## src/common/err_pkg.sv

```systemverilog
// Shared constants and types for the link error reporting block
package err_pkg;
    // Register byte addresses (byte address = index * 4)
    localparam logic [7:0] A_CMD = 8'h00;
    localparam logic [7:0] A_BRCTL = 8'h04;
    localparam logic [7:0] A_STAT = 8'h08;
    localparam logic [7:0] A_SSTAT = 8'h0c;
    localparam logic [7:0] A_ERRST = 8'h10;
    localparam logic [7:0] A_ERRHND = 8'h14;
    // Command bits
    localparam int B_DERESP = 0;
    localparam int B_SERREN = 1;
    // Bridge control bits
    localparam int B_MAMODE = 2;
    // Status / secondary status bits
    localparam int B_SIGTA = 0;
    localparam int B_RXTA = 1;
    localparam int B_RXMA = 2;
    localparam int B_MDERR = 3;
    localparam int B_DEDET = 4;
    localparam int B_SIGSE = 5;
    localparam int B_DETSE = 6;
    // Error status bits
    localparam int B_RESPERR = 0;
    localparam int B_CHFAIL = 1;
    localparam int B_SERRINT = 2;
    // Error handling enable bits
    localparam int B_RFATAL = 0;
    localparam int B_RNONF = 1;
    localparam int B_SFATAL = 2;
    localparam int B_SNONF = 3;
    localparam int REG_W = 8;
    // Error field codes carried in a response
    localparam logic [1:0] ERR_NONE = 2'h0;
    localparam logic [1:0] ERR_DE = 2'h1;
    localparam logic [1:0] ERR_TA = 2'h2;
    localparam logic [1:0] ERR_MA = 2'h3;
    localparam logic [3:0] ATOMIC_CNT = 4'h1;
    // Link bit time 125 ns as a reference; sync seen after this many all-ones bit times
    localparam int SYNC_TIMES = 4;

    typedef enum logic [1:0] {REQ_WR, REQ_FLUSH, REQ_RD, REQ_ATOMIC} req_kind_e;

    typedef struct packed {
        logic [4:0] transaction_tag;
        req_kind_e kind;
        logic [3:0] count;
    } req_s;

    typedef struct packed {
        logic [4:0] transaction_tag;
        logic is_read_data;
        logic [3:0] count;
        logic [1:0] err;
        logic secondary;
    } rsp_s;
endpackage

```

## src/core/link_err_report.sv

```systemverilog
// Error detection, logging and sync flood control for one link node
`timescale 1ns/1ps
module link_err_report
    import err_pkg::*;
#(
    parameter int LANES = 8,
    parameter int TAGS = 32,
    parameter bit IS_BRIDGE = 1'b1,
    parameter bit HAS_FATAL = 1'b1,
    parameter bit HAS_NONFATAL = 1'b1
)(
    input wire logic clk,
    input wire logic rstn,
    input wire logic warm_rst,
    input wire logic [7:0] addr,
    input wire logic [31:0] wdata,
    input wire logic wr,
    input wire logic rd,
    output logic [31:0] rdata,
    input wire logic retry_mode,
    input wire logic req_valid,
    input wire req_s req,
    input wire logic rsp_valid,
    input wire rsp_s rsp,
    input wire logic crc_ok,
    input wire logic crc_bad,
    input wire logic tx_ta,
    input wire logic tx_ta_sec,
    input wire logic tx_td_derr,
    input wire logic tx_td_derr_sec,
    input wire logic rx_post_derr,
    input wire logic rx_post_derr_sec,
    input wire logic tx_post_derr,
    input wire logic tx_post_derr_sec,
    input wire logic flood_err,
    input wire logic sec_int_err,
    input wire logic fwd_valid,
    input wire logic [1:0] fwd_err,
    output logic fwd_out_valid,
    output logic [1:0] fwd_out_err,
    output logic fwd_data_ones,
    input wire logic link_clk,
    input wire logic pri_init_done,
    input wire logic sec_init_done,
    input wire logic [LANES-1:0] pri_rx_cad,
    input wire logic pri_rx_ctl,
    input wire logic [LANES-1:0] sec_rx_cad,
    input wire logic sec_rx_ctl,
    input wire logic [LANES-1:0] pri_tx_cad_in,
    input wire logic pri_tx_ctl_in,
    input wire logic [LANES-1:0] sec_tx_cad_in,
    input wire logic sec_tx_ctl_in,
    output logic [LANES-1:0] pri_tx_cad,
    output logic pri_tx_ctl,
    output logic [LANES-1:0] sec_tx_cad,
    output logic sec_tx_ctl,
    output logic pri_crc_gen_en,
    output logic sec_crc_gen_en,
    output logic pri_crc_chk_en,
    output logic sec_crc_chk_en,
    output logic fatal_int,
    output logic nonfatal_int
);
    localparam int SW = LANES + 2;

    // ******************************************
    // Link input sampling
    // ******************************************
    // Bundle: link clock, ctl, cad for each receiver
    logic [2*SW-1:0] raw;
    logic [2*SW-1:0] s1_r;
    logic [2*SW-1:0] s2_r;
    logic [2*SW-1:0] s3_r;
    logic [2*SW-1:0] stab_r;
    logic lclk_prev_r;
    logic link_edge;
    assign raw = {link_clk, pri_rx_ctl, pri_rx_cad, link_clk, sec_rx_ctl, sec_rx_cad};

    // Three stages; a bit changes only once stages two and three agree
    always_ff @(posedge clk or negedge rstn)
    begin
        if (!rstn)
            {s1_r, s2_r, s3_r} <= '0;
        else
            {s1_r, s2_r, s3_r} <= {raw, s1_r, s2_r};
    end

    // Stable copy of each sampled bit
    genvar gi;
    generate
        for (gi = 0; gi < 2*SW; gi++)
        begin : g_stab
            always_ff @(posedge clk or negedge rstn)
            begin
                if (!rstn)
                    stab_r[gi] <= 1'b0;
                else if (s2_r[gi] == s3_r[gi])
                    stab_r[gi] <= s3_r[gi];
            end
        end
    endgenerate

    // Rising link clock edge found in the local domain
    always_ff @(posedge clk or negedge rstn)
    begin
        if (!rstn)
            lclk_prev_r <= 1'b0;
        else
            lclk_prev_r <= stab_r[2*SW-1];
    end
    assign link_edge = stab_r[2*SW-1] && !lclk_prev_r;

    // ******************************************
    // Sync packet detection per receiver
    // ******************************************
    logic [2:0] pri_cnt_r;
    logic [2:0] sec_cnt_r;
    logic pri_seen_r;
    logic sec_seen_r;
    logic pri_ones;
    logic sec_ones;
    assign pri_ones = &stab_r[2*SW-2:SW];
    assign sec_ones = &stab_r[SW-2:0];

    // All ones for several bit times means flood; only after init completes
    always_ff @(posedge clk or negedge rstn)
    begin
        if (!rstn)
            {pri_cnt_r, sec_cnt_r, pri_seen_r, sec_seen_r} <= '0;
        else if (warm_rst)
            {pri_cnt_r, sec_cnt_r, pri_seen_r, sec_seen_r} <= '0;
        else if (link_edge)
        begin
            pri_cnt_r <= (pri_ones && pri_init_done) ? pri_cnt_r + 3'h1 : '0;
            sec_cnt_r <= (sec_ones && sec_init_done && IS_BRIDGE) ? sec_cnt_r + 3'h1 : '0;
            if (pri_cnt_r == 3'(SYNC_TIMES - 1))
                pri_seen_r <= 1'b1;
            if (sec_cnt_r == 3'(SYNC_TIMES - 1))
                sec_seen_r <= 1'b1;
        end
    end

    // ******************************************
    // Control registers
    // ******************************************
    logic [REG_W-1:0] cmd_r;
    logic [REG_W-1:0] brctl_r;
    logic [REG_W-1:0] errhnd_r;
    logic [REG_W-1:0] en_mask;
    assign en_mask = {4'h0, HAS_NONFATAL, HAS_FATAL, HAS_NONFATAL, HAS_FATAL};

    // Plain read/write control; survive warm reset like the status
    always_ff @(posedge clk or negedge rstn)
    begin
        if (!rstn)
        begin
            cmd_r <= '0;
            brctl_r <= '0;
            errhnd_r <= '0;
        end
        else if (wr)
        begin
            if (addr == A_CMD)
                cmd_r <= wdata[REG_W-1:0];
            if (addr == A_BRCTL)
                brctl_r <= wdata[REG_W-1:0];
            if (addr == A_ERRHND)
                errhnd_r <= wdata[REG_W-1:0] & en_mask;
        end
    end

    // ******************************************
    // Outstanding request table
    // ******************************************
    logic [TAGS-1:0] out_v_r;
    req_kind_e kind_mem [TAGS];
    logic [3:0] cnt_mem [TAGS];
    logic mismatch;
    req_kind_e k;

    always_ff @(posedge clk)
    begin
        if (req_valid)
        begin
            kind_mem[req.transaction_tag] <= req.kind;
            cnt_mem[req.transaction_tag] <= req.count;
        end
    end

    // Entry freed when its response arrives; new request wins
    always_ff @(posedge clk or negedge rstn)
    begin
        if (!rstn)
            out_v_r <= '0;
        else if (warm_rst)
            out_v_r <= '0;
        else
        begin
            if (rsp_valid)
                out_v_r[rsp.transaction_tag] <= 1'b0;
            if (req_valid)
                out_v_r[req.transaction_tag] <= 1'b1;
        end
    end

    // Response against its request
    always_comb
    begin
        k = kind_mem[rsp.transaction_tag];
        mismatch = 1'b0;
        if (!out_v_r[rsp.transaction_tag])
            mismatch = 1'b1;
        else if (rsp.is_read_data && (k == REQ_WR || k == REQ_FLUSH))
            mismatch = 1'b1;
        else if (!rsp.is_read_data && (k == REQ_RD || k == REQ_ATOMIC))
            mismatch = 1'b1;
        else if (rsp.is_read_data && k == REQ_RD && rsp.count != cnt_mem[rsp.transaction_tag])
            mismatch = 1'b1;
        else if (rsp.is_read_data && k == REQ_ATOMIC && rsp.count != ATOMIC_CNT)
            mismatch = 1'b1;
    end

    // ******************************************
    // Response error logging
    // ******************************************
    logic pend_r;
    logic resp_log;

    // hold error until CRC validated in retry mode
    always_ff @(posedge clk or negedge rstn)
    begin
        if (!rstn)
            pend_r <= 1'b0;
        else if (rsp_valid && mismatch && retry_mode)
            pend_r <= 1'b1;
        else if (crc_ok || crc_bad || !retry_mode)
            pend_r <= 1'b0;
    end
    assign resp_log = (rsp_valid && mismatch && !retry_mode) || (pend_r && crc_ok);

    // ******************************************
    // Flood control
    // ******************************************
    logic pri_flood_r;
    logic sec_flood_r;
    logic sec_own_r;
    logic start_pri;
    logic sec_up;
    logic serr_conv;

    // initiation gated by system error enable
    assign start_pri = flood_err && cmd_r[B_SERREN] && !pri_flood_r;
    // secondary flood forwarded up only with both enables
    assign sec_up = sec_seen_r && brctl_r[B_SERREN] && cmd_r[B_SERREN];
    assign serr_conv = IS_BRIDGE && sec_seen_r && !sec_own_r && !sec_up;

    // a seen primary flood drives both transmitters; a seen secondary one drives primary only with sec_up
    // only warm or cold reset ends a flood
    always_ff @(posedge clk or negedge rstn)
    begin
        if (!rstn)
            {pri_flood_r, sec_flood_r, sec_own_r} <= '0;
        else if (warm_rst)
            {pri_flood_r, sec_flood_r, sec_own_r} <= '0;
        else
        begin
            if (start_pri || pri_seen_r || (IS_BRIDGE ? sec_up : sec_seen_r))
                pri_flood_r <= 1'b1;
            // primary flood and internal errors reach secondary
            if (IS_BRIDGE && (pri_flood_r || sec_int_err || sec_seen_r))
                sec_flood_r <= 1'b1;
            if (IS_BRIDGE && sec_int_err && !sec_seen_r)
                sec_own_r <= 1'b1;
        end
    end

    // ******************************************
    // Status registers
    // ******************************************
    logic [REG_W-1:0] stat_r;
    logic [REG_W-1:0] sstat_r;
    logic [REG_W-1:0] errst_r;
    logic [REG_W-1:0] stat_set;
    logic [REG_W-1:0] sstat_set;
    logic [REG_W-1:0] errst_set;
    logic pri_rsp;
    logic sec_rsp;
    assign pri_rsp = rsp_valid && !(IS_BRIDGE && rsp.secondary);
    assign sec_rsp = rsp_valid && IS_BRIDGE && rsp.secondary;

    // Event to bit mapping, primary and secondary side
    always_comb
    begin
        stat_set = '0;
        sstat_set = '0;
        errst_set = '0;
        stat_set[B_RXTA] = pri_rsp && rsp.err == ERR_TA;
        sstat_set[B_RXTA] = sec_rsp && rsp.err == ERR_TA;
        stat_set[B_RXMA] = pri_rsp && rsp.err == ERR_MA;
        sstat_set[B_RXMA] = sec_rsp && rsp.err == ERR_MA;
        stat_set[B_SIGTA] = tx_ta;
        sstat_set[B_SIGTA] = tx_ta_sec && IS_BRIDGE;
        // data error response received or driven
        stat_set[B_MDERR] = cmd_r[B_DERESP] && ((pri_rsp && rsp.err == ERR_DE) || tx_post_derr);
        sstat_set[B_MDERR] = brctl_r[B_DERESP] && ((sec_rsp && rsp.err == ERR_DE) || (tx_post_derr_sec && IS_BRIDGE));
        stat_set[B_DEDET] = tx_td_derr || rx_post_derr;
        sstat_set[B_DEDET] = IS_BRIDGE && (tx_td_derr_sec || rx_post_derr_sec);
        stat_set[B_SIGSE] = start_pri;
        // detected system error unless own flood
        sstat_set[B_DETSE] = IS_BRIDGE && sec_seen_r && !sec_own_r;
        errst_set[B_RESPERR] = resp_log;
        errst_set[B_CHFAIL] = pri_flood_r || sec_flood_r;
        errst_set[B_SERRINT] = serr_conv;
    end

    // Write one to clear; set wins; no warm reset clear
    always_ff @(posedge clk or negedge rstn)
    begin
        if (!rstn)
            {stat_r, sstat_r, errst_r} <= '0;
        else
        begin
            stat_r <= (stat_r & ~((wr && addr == A_STAT) ? wdata[REG_W-1:0] : '0)) | stat_set;
            sstat_r <= (sstat_r & ~((wr && addr == A_SSTAT) ? wdata[REG_W-1:0] : '0)) | sstat_set;
            errst_r <= (errst_r & ~((wr && addr == A_ERRST) ? wdata[REG_W-1:0] : '0)) | errst_set;
        end
    end

    // Read data one cycle after the strobe; unmapped reads zero
    always_ff @(posedge clk or negedge rstn)
    begin
        if (!rstn)
            rdata <= '0;
        else if (rd)
        begin
            unique case (addr)
                A_CMD: rdata <= {24'h0, cmd_r};
                A_BRCTL: rdata <= {24'h0, brctl_r};
                A_STAT: rdata <= {24'h0, stat_r};
                A_SSTAT: rdata <= {24'h0, sstat_r};
                A_ERRST: rdata <= {24'h0, errst_r};
                A_ERRHND: rdata <= {24'h0, errhnd_r};
                default: rdata <= '0;
            endcase
        end
        else
            rdata <= '0;
    end

    // ******************************************
    // Transmit side and interrupt pins
    // ******************************************
    // flood forces lanes to ones
    always_ff @(posedge clk or negedge rstn)
    begin
        if (!rstn)
        begin
            {pri_tx_cad, pri_tx_ctl, sec_tx_cad, sec_tx_ctl} <= '0;
            {pri_crc_gen_en, sec_crc_gen_en, pri_crc_chk_en, sec_crc_chk_en} <= '0;
        end
        else
        begin
            pri_tx_cad <= pri_flood_r ? '1 : pri_tx_cad_in;
            pri_tx_ctl <= pri_flood_r | pri_tx_ctl_in;
            sec_tx_cad <= sec_flood_r ? '1 : sec_tx_cad_in;
            sec_tx_ctl <= sec_flood_r | sec_tx_ctl_in;
            pri_crc_gen_en <= !pri_flood_r;
            sec_crc_gen_en <= !sec_flood_r;
            pri_crc_chk_en <= !pri_seen_r;
            sec_crc_chk_en <= !sec_seen_r;
        end
    end

    always_ff @(posedge clk or negedge rstn)
    begin
        if (!rstn)
            {fatal_int, nonfatal_int} <= '0;
        else
        begin
            fatal_int <= (errst_r[B_RESPERR] && errhnd_r[B_RFATAL]) || (errst_r[B_SERRINT] && errhnd_r[B_SFATAL]);
            nonfatal_int <= (errst_r[B_RESPERR] && errhnd_r[B_RNONF]) || (errst_r[B_SERRINT] && errhnd_r[B_SNONF]);
        end
    end

    // ******************************************
    // Bridge response forwarding
    // ******************************************
    // master abort becomes normal or target abort
    always_ff @(posedge clk or negedge rstn)
    begin
        if (!rstn)
        begin
            fwd_out_valid <= 1'b0;
            fwd_out_err <= ERR_NONE;
            fwd_data_ones <= 1'b0;
        end
        else
        begin
            fwd_out_valid <= fwd_valid;
            if (fwd_err == ERR_MA)
                fwd_out_err <= brctl_r[B_MAMODE] ? ERR_TA : ERR_NONE;
            else
                fwd_out_err <= fwd_err;
            fwd_data_ones <= fwd_valid && fwd_err == ERR_MA;
        end
    end
endmodule

```

## config.mk

```make
export PLATFORM = sky130hd
export DESIGN_NAME = link_err_report
export DESIGN_NICKNAME = d
export VERILOG_FILES = /design/src/common/err_pkg.sv /design/src/core/link_err_report.sv
export SDC_FILE = /design/constraint.sdc
export NUM_CORES = 1
export LEC_CHECK = 0
export BUFFER_PORTS_ARGS = -buffer_cell sky130_fd_sc_hd__buf_2
export CAP_MARGIN = 10
export CORE_MARGIN = 4
export CORE_UTILIZATION = 58
export DETAILED_ROUTE_END_ITERATION = 12
export MAX_ROUTING_LAYER = met4
export PLACE_DENSITY = 0.78
export SLEW_MARGIN = 20
export SYNTH_ARGS = -nofsm -noshare
export SYNTH_HDL_FRONTEND = slang
export SYNTH_SLANG_ARGS = --single-unit
```

## constraint.sdc

```tcl
create_clock -name clk -period 2.3 [get_ports clk]
set_clock_uncertainty 0.05 [all_clocks]
set_input_delay 0.46 -clock clk [delete_from_list [all_inputs] [get_ports clk]]
set_output_delay 0.46 -clock clk [all_outputs]
set_load 0.05 [all_outputs]
```

==> results of run 1 <==
-- layout make-up --
type	count	area share [%]
Multi-Input combinational cell	571	22.5
Timing Repair Buffer	246	9.23
Clock buffer	51	5.89
Inverter	45	0.912
Clock inverter	17	0.918
Sequential cell	393	58.3
Antenna cell	2	0.0270
Tap cell	335	2.26
-- layer usage --
| metal | global-route usage (%) | part of all wire, % | wire [um] |
|---|---|---|---|
| met3 | 4.02 | 7.1 | 2530 |
| met4 | 8.27 | 3.0 | 1090 |
| met1 | 35.0 | 42 | 15100 |
| met5 | - | 0 | 0 |
| met2 | 38.7 | 48 | 17200 |
-- synthesized netlist by cell type, types with 5 or more instances --
master / instances / area (sq um)
clkbuf_1: 20 / 75.1
o21ai_0: 47 / 235
a21boi_0: 11 / 82.6
maj3_1: 19 / 190
nor3b_1: 8 / 60.1
nand2_1: 81 / 304
and3_1: 7 / 43.8
inv_1: 45 / 169
nor2b_1: 7 / 43.8
mux2i_1: 99 / 991
nor4_1: 14 / 87.6
buf_2: 9 / 45.0
nor2_1: 16 / 60.1
nand3_1: 6 / 30.0
a22o_1: 11 / 96.3
mux4_2: 7 / 158
dfrtp_1: 201 / 5030
a21oi_1: 35 / 175
or2_2: 18 / 113
o22ai_1: 48 / 300
nand4bb_1: 6 / 67.6
buf_4: 29 / 218
edfxtp_1: 192 / 5770
nand3b_1: 7 / 52.6
nand4_1: 5 / 31.3
a222oi_1: 7 / 70.1
mux2_2: 29 / 327
-- placed cells by master, fill, tap and decap left out, types with 6 or more instances in the layout --
cell type and n:
or2_2 18, dlygate4sd3_1 21, buf_12 8, buf_2 133, mux2i_1 97, nor2b_1 7
clkinv_1 6, maj3_1 19, inv_1 45, a21oi_1 35, conb_1 24, a21boi_0 11
buf_4 79, clkbuf_8 8, nor2_1 16, edfxtp_1 192, o22ai_1 47, dfrtp_1 201
nor4_1 12, nand3_1 6, a222oi_1 7, a22o_1 11, o21ai_0 47, mux4_2 7
and3_1 6, nand2_1 81, mux2_2 29, nor3b_1 8, clkbuf_16 40, nand3b_1 7
-- cell families after synthesis --
| kind of cell | Yosys count |
|---|---|
| compound gates | 182 |
| xor+xnor | 4 |
| fa+ha+maj | 23 |
| buf+inv | 112 |
| flops | 393 |
| mux | 135 |
| other cells | 1 |
| simple gates | 203 |
-- flip-flops by register name, indices dropped and copies added, names as in the netlist, 19 cells and up --
signal / flops
s3_r: 19
s2_r: 19
cnt_mem: 128
out_v_r: 32
stab_r: 19
kind_mem: 64
s1_r: 19
-- how the worst max path moves through the flow --
stage                 end  slack [ns]
2_1_floorplan  errst_r[0]       -0.12
3_3_place_gp   errst_r[0]       -0.66
3_5_place_dp   errst_r[0]       -0.66
4_1_cts        errst_r[0]        0.02
5_1_grt        errst_r[0]       -0.04
6_report       errst_r[0]       -0.03
-- per-stage QoR --
stage               area, sq um  instances  util [%]  power (mW)
floorplan                 15500       1076         -        8.46
global placement          16900       1566      64.9        8.89
detailed placement        16900       1566      64.9        8.92
CTS                       18400       1655      70.7        15.1
global route              18500       1660      71.1        15.5
finish                    18500       1660      71.1        15.0
-- power breakdown --
part           leakage (nW)  switching, mW  total, mW  internal [mW]
combinational          3.05          0.717       1.15          0.430
clock                 0.614           2.59       6.17           3.59
sequential             4.21          0.102       7.70           7.60
-- what timing repair did --
item / in CTS / in global routing
pin swaps: 0 / 8
setup buffers: 0 / 2
resized for setup: 4 / 16
hold buffers: 21 / 0
cloned: 0 / 1
endpoints found under the setup margin: 2 / 2
hold endpoints to repair: 77 / 0
==> impl_metrics.csv, run 1 <==
group,metric,value,unit
power,p_per_area,811,nW/um^2
floorplan,core,26100,sq um
global_routing,grt_max_degree,63,
timing,setup_violations,1,
critical_path,critPathArrivalTime,2.69,ns
clocking,cts.sinks,393,
routing,vias,9639,
routing,detail_route.wl_per_cell,21.6,um
cells_and_area,regArea,10800,sq um
logic_synthesis,synth-simple-area-share,7.25,%
clocking,cts_root_buffer,"clkbuf_16",
timing,period_minus_slack,2.33,ns
timing,worst_slack,-0.0321,ns
placed_design,place_hpwl,24900,um
timing,timing.final.max_slew_violations,0,
cells_and_area,fin_nets,1426,
logic_synthesis,synth_edf_count,192,
timing,tns,-0.0321,ns
power,peakVddDrop,0.000745,V
clocking,cts_inserted_buffers,39,
cells_and_area,syn2layout_area_growth,20.4,%
critical_path,reg2reg_slack,0.05,ns
logic_synthesis,async_flop_share,51.1,%
timing,worstMarginPinSlew,0.690,ns
placed_design,gp_congestion,0.967,
logic_synthesis,synth.avg_cell_area,14.6,sq um
global_routing,grt_pass1_wl,54800,um
global_routing,antenna_found_initial,2,
hold_path,min_path_cells,2,
floorplan,io-pin-count,186,
placed_design,pre_cts_ws,-0.664,ns
routing,drtIter0Drc,1182,
power,power.static_leakage,7.88,nW
floorplan,die_x,171,um
hold_path,hold_start,"fwd_err[1]",
hold_path,hold_path_end,"fwd_out_err[0]",
routing,antenna_left,0,
floorplan,die-area,29200,sq um
critical_path,path_buf_inv,3,
critical_path,regToRegStartpoint,"cnt_mem[9][1]",
cells_and_area,nFillCells,1674,
logic_synthesis,synth_compound_area_share,7.42,%
cells_and_area,multi_input_area,4170,sq um
critical_path,slowest_stage,"a221o_1",
critical_path,path_class,"input pin to register",
logic_synthesis,synth.area.mux_share,9.59,%
critical_path,cp-end-kind,"register",
critical_path,crit_family,"compound AO/OA/AOI/OAI gates",
critical_path,r2r-end,"errst_r[0]",
logic_synthesis,yosys_most_used_dff,"dfrtp_1",
critical_path,path_common_cell,"buf_4",
clocking,cts_tree,"done",
logic_synthesis,synthCells,1053,
critical_path,path_depth,11,
logic_synthesis,yosys_warnings,0,
global_routing,grt_pass1_vias,9824,
timing,hold_viol,0,
critical_path,required,2.66,ns
timing,rsz0062_at_grt,"true",
job,cap_violations,0,
outcome,status,"complete, but fails checks",
critical_path,crit_start,"rsp[11]",
routing,wl,35900,um
clocking,cts.htree.levels,2,
clocking,path_clk_slew,0.05,ns
critical_path,crit_path_start_kind,"input pin",
logic_synthesis,ys_seq_elements,393,
global_routing,grt_usage,25.1,%
logic_synthesis,synthXorXnorAreaFrac,0.228,%
timing,holdWs,0.0614,ns
cells_and_area,drive_gt1_share,26.7,%
critical_path,path_max_fanout,15,
routing,vias_per_cell,5.81,
critical_path,critPathMaxStageDelay,0.34,ns
outcome,failed_checks,"setup timing",
logic_synthesis,yosys.area_share.adder,1.56,%
logic_synthesis,synth_area,15400,sq um
global_routing,grt-ovfl-total,0,
logic_synthesis,yosysUniqueCellTypes,58,
logic_synthesis,yosysSeqAreaShare,70.2,%
critical_path,critical_path.cell_chain,"buf_2 > buf_4 > nand4b_1 > buf_4 > o22ai_1 > nor4_1 > nand2_1 > xor2_1 > nor4_4 > a31oi_2 > a221o_1",
floorplan,die_height,171,um
critical_path,reg2regPathDepth,8,
logic_synthesis,synth_top_family_by_area,"multiplexers",
clocking,clock_path_buffers,3,
routing,drc,0,
hold_path,hold_class,"input pin to register",
timing,maxSlewHeadroom,54.0,%
floorplan,num_rows,59,
clocking,insertion_delay,0.54,ns
timing,fin_crit_sh,101,%
placed_design,port_buffers,137,
timing,max_clock_freq,429,MHz
routing,dr.pass1.iters,6,
floorplan,start_util,59.1,%
(Power assumes the default switching activity.)
==> run 2, diff against run 1 <==
- CORE_UTILIZATION: 58 -> 52
- MAX_ROUTING_LAYER: met4 -> default
- PLACE_DENSITY: 0.78 -> 0.73
- clock period: 2.3 -> 1.9 ns (I/O delays scaled with it)
==> run 2 against run 1 <==
Critical path depth fell by 2. Register-to-register slack got worse by 0.45 ns. Worst setup slack got worse by 0.37 ns. Largest cell class unchanged. Power rose by 28%. Highest routed layer unchanged. The flow still finishes with violations (setup timing). Sequential share of layout area fell by 2.1 points. Global-route usage fell by 2.5 points. Clock-buffer cell count rose by 12. Utilization fell by 4.7 points.
==> impl_metrics.csv, run 2 (synthesis gave the netlist of run 1 again) <==
group,metric,value,unit
cells_and_area,insertedDiodeCount,0,
floorplan,io-pin-count,186,
cells_and_area,largest_register_ffs,128,
timing,maxSlewHeadroom,52.7,%
placed_design,place_hpwl,25300,um
power,power,19.2,mW
job,cap_violations,0,
routing,drc,0,
placed_design,gp_congestion,0.907,
timing,fin_crit_sh,121,%
critical_path,path_class,"register to register",
timing,setup_violations,2,
global_routing,grt_pass1_wl,57800,um
critical_path,critPathArrivalTime,2.65,ns
hold_path,hold_start,"pri_tx_cad_in[1]",
critical_path,crit_path_start_kind,"register",
power,p_per_area,1000,nW/um^2
global_routing,grt-ovfl-total,0,
outcome,status,"complete, but fails checks",
routing,detail_route.wl_per_cell,21.1,um
floorplan,start_util,53.2,%
global_routing,grt_pass1_vias,10200,
timing,max_clock_freq,434,MHz
critical_path,crit_start,"cnt_mem[11][1]",
timing,timing.final.max_slew_violations,0,
critical_path,regToRegStartpoint,"cnt_mem[11][1]",
floorplan,die_height,180,um
floorplan,die-area,32400,sq um
power,peakVddDrop,0.000691,V
timing,worst_slack,-0.402,ns
clocking,clock_path_buffers,3,
routing,wl,37000,um
clocking,cts_inserted_buffers,42,
critical_path,reg2regPathDepth,9,
cells_and_area,fin_nets,1472,
clocking,cts_tree,"done",
global_routing,antenna_found_initial,0,
outcome,failed_checks,"setup timing",
routing,vias_per_cell,5.60,
clocking,insertion_delay,0.54,ns
power,power.static_leakage,8.16,nW
critical_path,required,2.25,ns
cells_and_area,top_regs,"cnt_mem: 128 flops, kind_mem: 64 flops, out_v_r: 32 flops",
critical_path,path_max_fanout,2,
routing,drtIter0Drc,1082,
timing,rsz0062_at_grt,"true",
floorplan,num_rows,62,
clocking,path_clk_slew,0.06,ns
timing,hold_viol,0,
clocking,cts_root_buffer,"clkbuf_16",
floorplan,die_x,180,um
clocking,cts.htree.levels,2,
routing,antenna_left,0,
cells_and_area,drive_gt1_share,27.9,%
placed_design,port_buffers,137,
cells_and_area,layout_commonest_cell,"dfrtp_1",
hold_path,min_path_cells,2,
timing,worstMarginPinSlew,0.709,ns
clocking,cts.sinks,393,
cells_and_area,mostFrequentLayoutCells,"dfrtp_1 (201), edfxtp_1 (192), buf_2 (135)",
cells_and_area,regMostFlops,"cnt_mem",
hold_path,hold_class,"input pin to register",
critical_path,cp-end-kind,"register",
global_routing,grt_max_degree,45,
routing,dr.pass1.iters,6,
placed_design,pre_cts_ws,-0.935,ns
timing,period_minus_slack,2.30,ns
floorplan,core,28900,sq um
global_routing,grt_usage,22.6,%
cells_and_area,syn2layout_area_growth,24.8,%
routing,vias,9850,
cells_and_area,nFillCells,2012,
==> run 2: cell types whose count changed in the layout (fill, tap and decap cells not counted), sizes merged <==
cell,before,now
clkbuf,55,64
buf,221,244
dlygate4sd3,21,44
clkinv,12,6
diode,2,0
bufinv,2,5
==> run 2: where the power goes <==
group	switching (mW)	internal [mW]	total [mW]
registers	0.121	9.20	9.32
clock network	3.16	5.28	8.44
logic	0.887	0.573	1.46
==> run 2: path summary, 6_finish.rpt <==
path / slack, ns / to
hold / removal: 0.02 / pri_tx_cad[1]
max in group asynchronous: 0.83 / sec_seen_r
hold reg to reg: 0.29 / s2_r[18]
setup reg to reg: -0.40 / errst_r[0]
setup / recovery: -0.40 / errst_r[0]
min in group asynchronous: 0.31 / s3_r[17]
==> run 2: area by class of cell <==
cell class,count,area [sq um],area share (%)
inverters,45,169,0.879
multi-input cells,571,4180,21.8
repair buffers,289,2120,11.0
well taps,384,480,2.50
clock buffers,63,1260,6.58
flip-flops and latches,393,10800,56.2
clock inverters,14,203,1.06
==> run 2: layer usage <==
layer	share of wire (%)	track usage (%)	routed length, um
met3	6.5	3.73	2410
met5	0	0	0
met2	50	38.4	18500
met1	41	30.2	15100
met4	2.8	7.23	1050
==> run 2: metrics by stage <==
stage / cells / instance area, sq um / TNS [ns] / utilization [%] / hold WS, ns
after floorplan: 1076 / 15500 / -0.810 / - / 0.0344
after global placement: 1638 / 17200 / -6.95 / 59.6 / 0.282
after detailed placement: 1638 / 17200 / -8.65 / 59.6 / 0.285
after CTS: 1759 / 19200 / -0.591 / 66.4 / 0.00413
after global routing: 1759 / 19200 / -0.973 / 66.4 / 0.00219
final: 1759 / 19200 / -0.687 / 66.4 / 0.0221
==> run 2: repair_timing <==
action | in CTS | in global routing
hold buffers | 44 | 0
pin swaps | 6 | 2
gates resized for setup | 14 | 2
setup buffers | 0 | 0
endpoints found under the hold margin | 79 | 0
endpoints found under the setup margin | 2 | 2
==> run 2: worst max-delay path, cell delays in order (launching register included) <==
cell	delay, ns
edfxtp_1	0.39
mux2i_1	0.18
o22ai_1	0.12
nor4_2	0.29
buf_4	0.17
nand2_2	0.04
xor2_1	0.15
nor4_2	0.27
a31oi_2	0.19
a221o_1	0.33
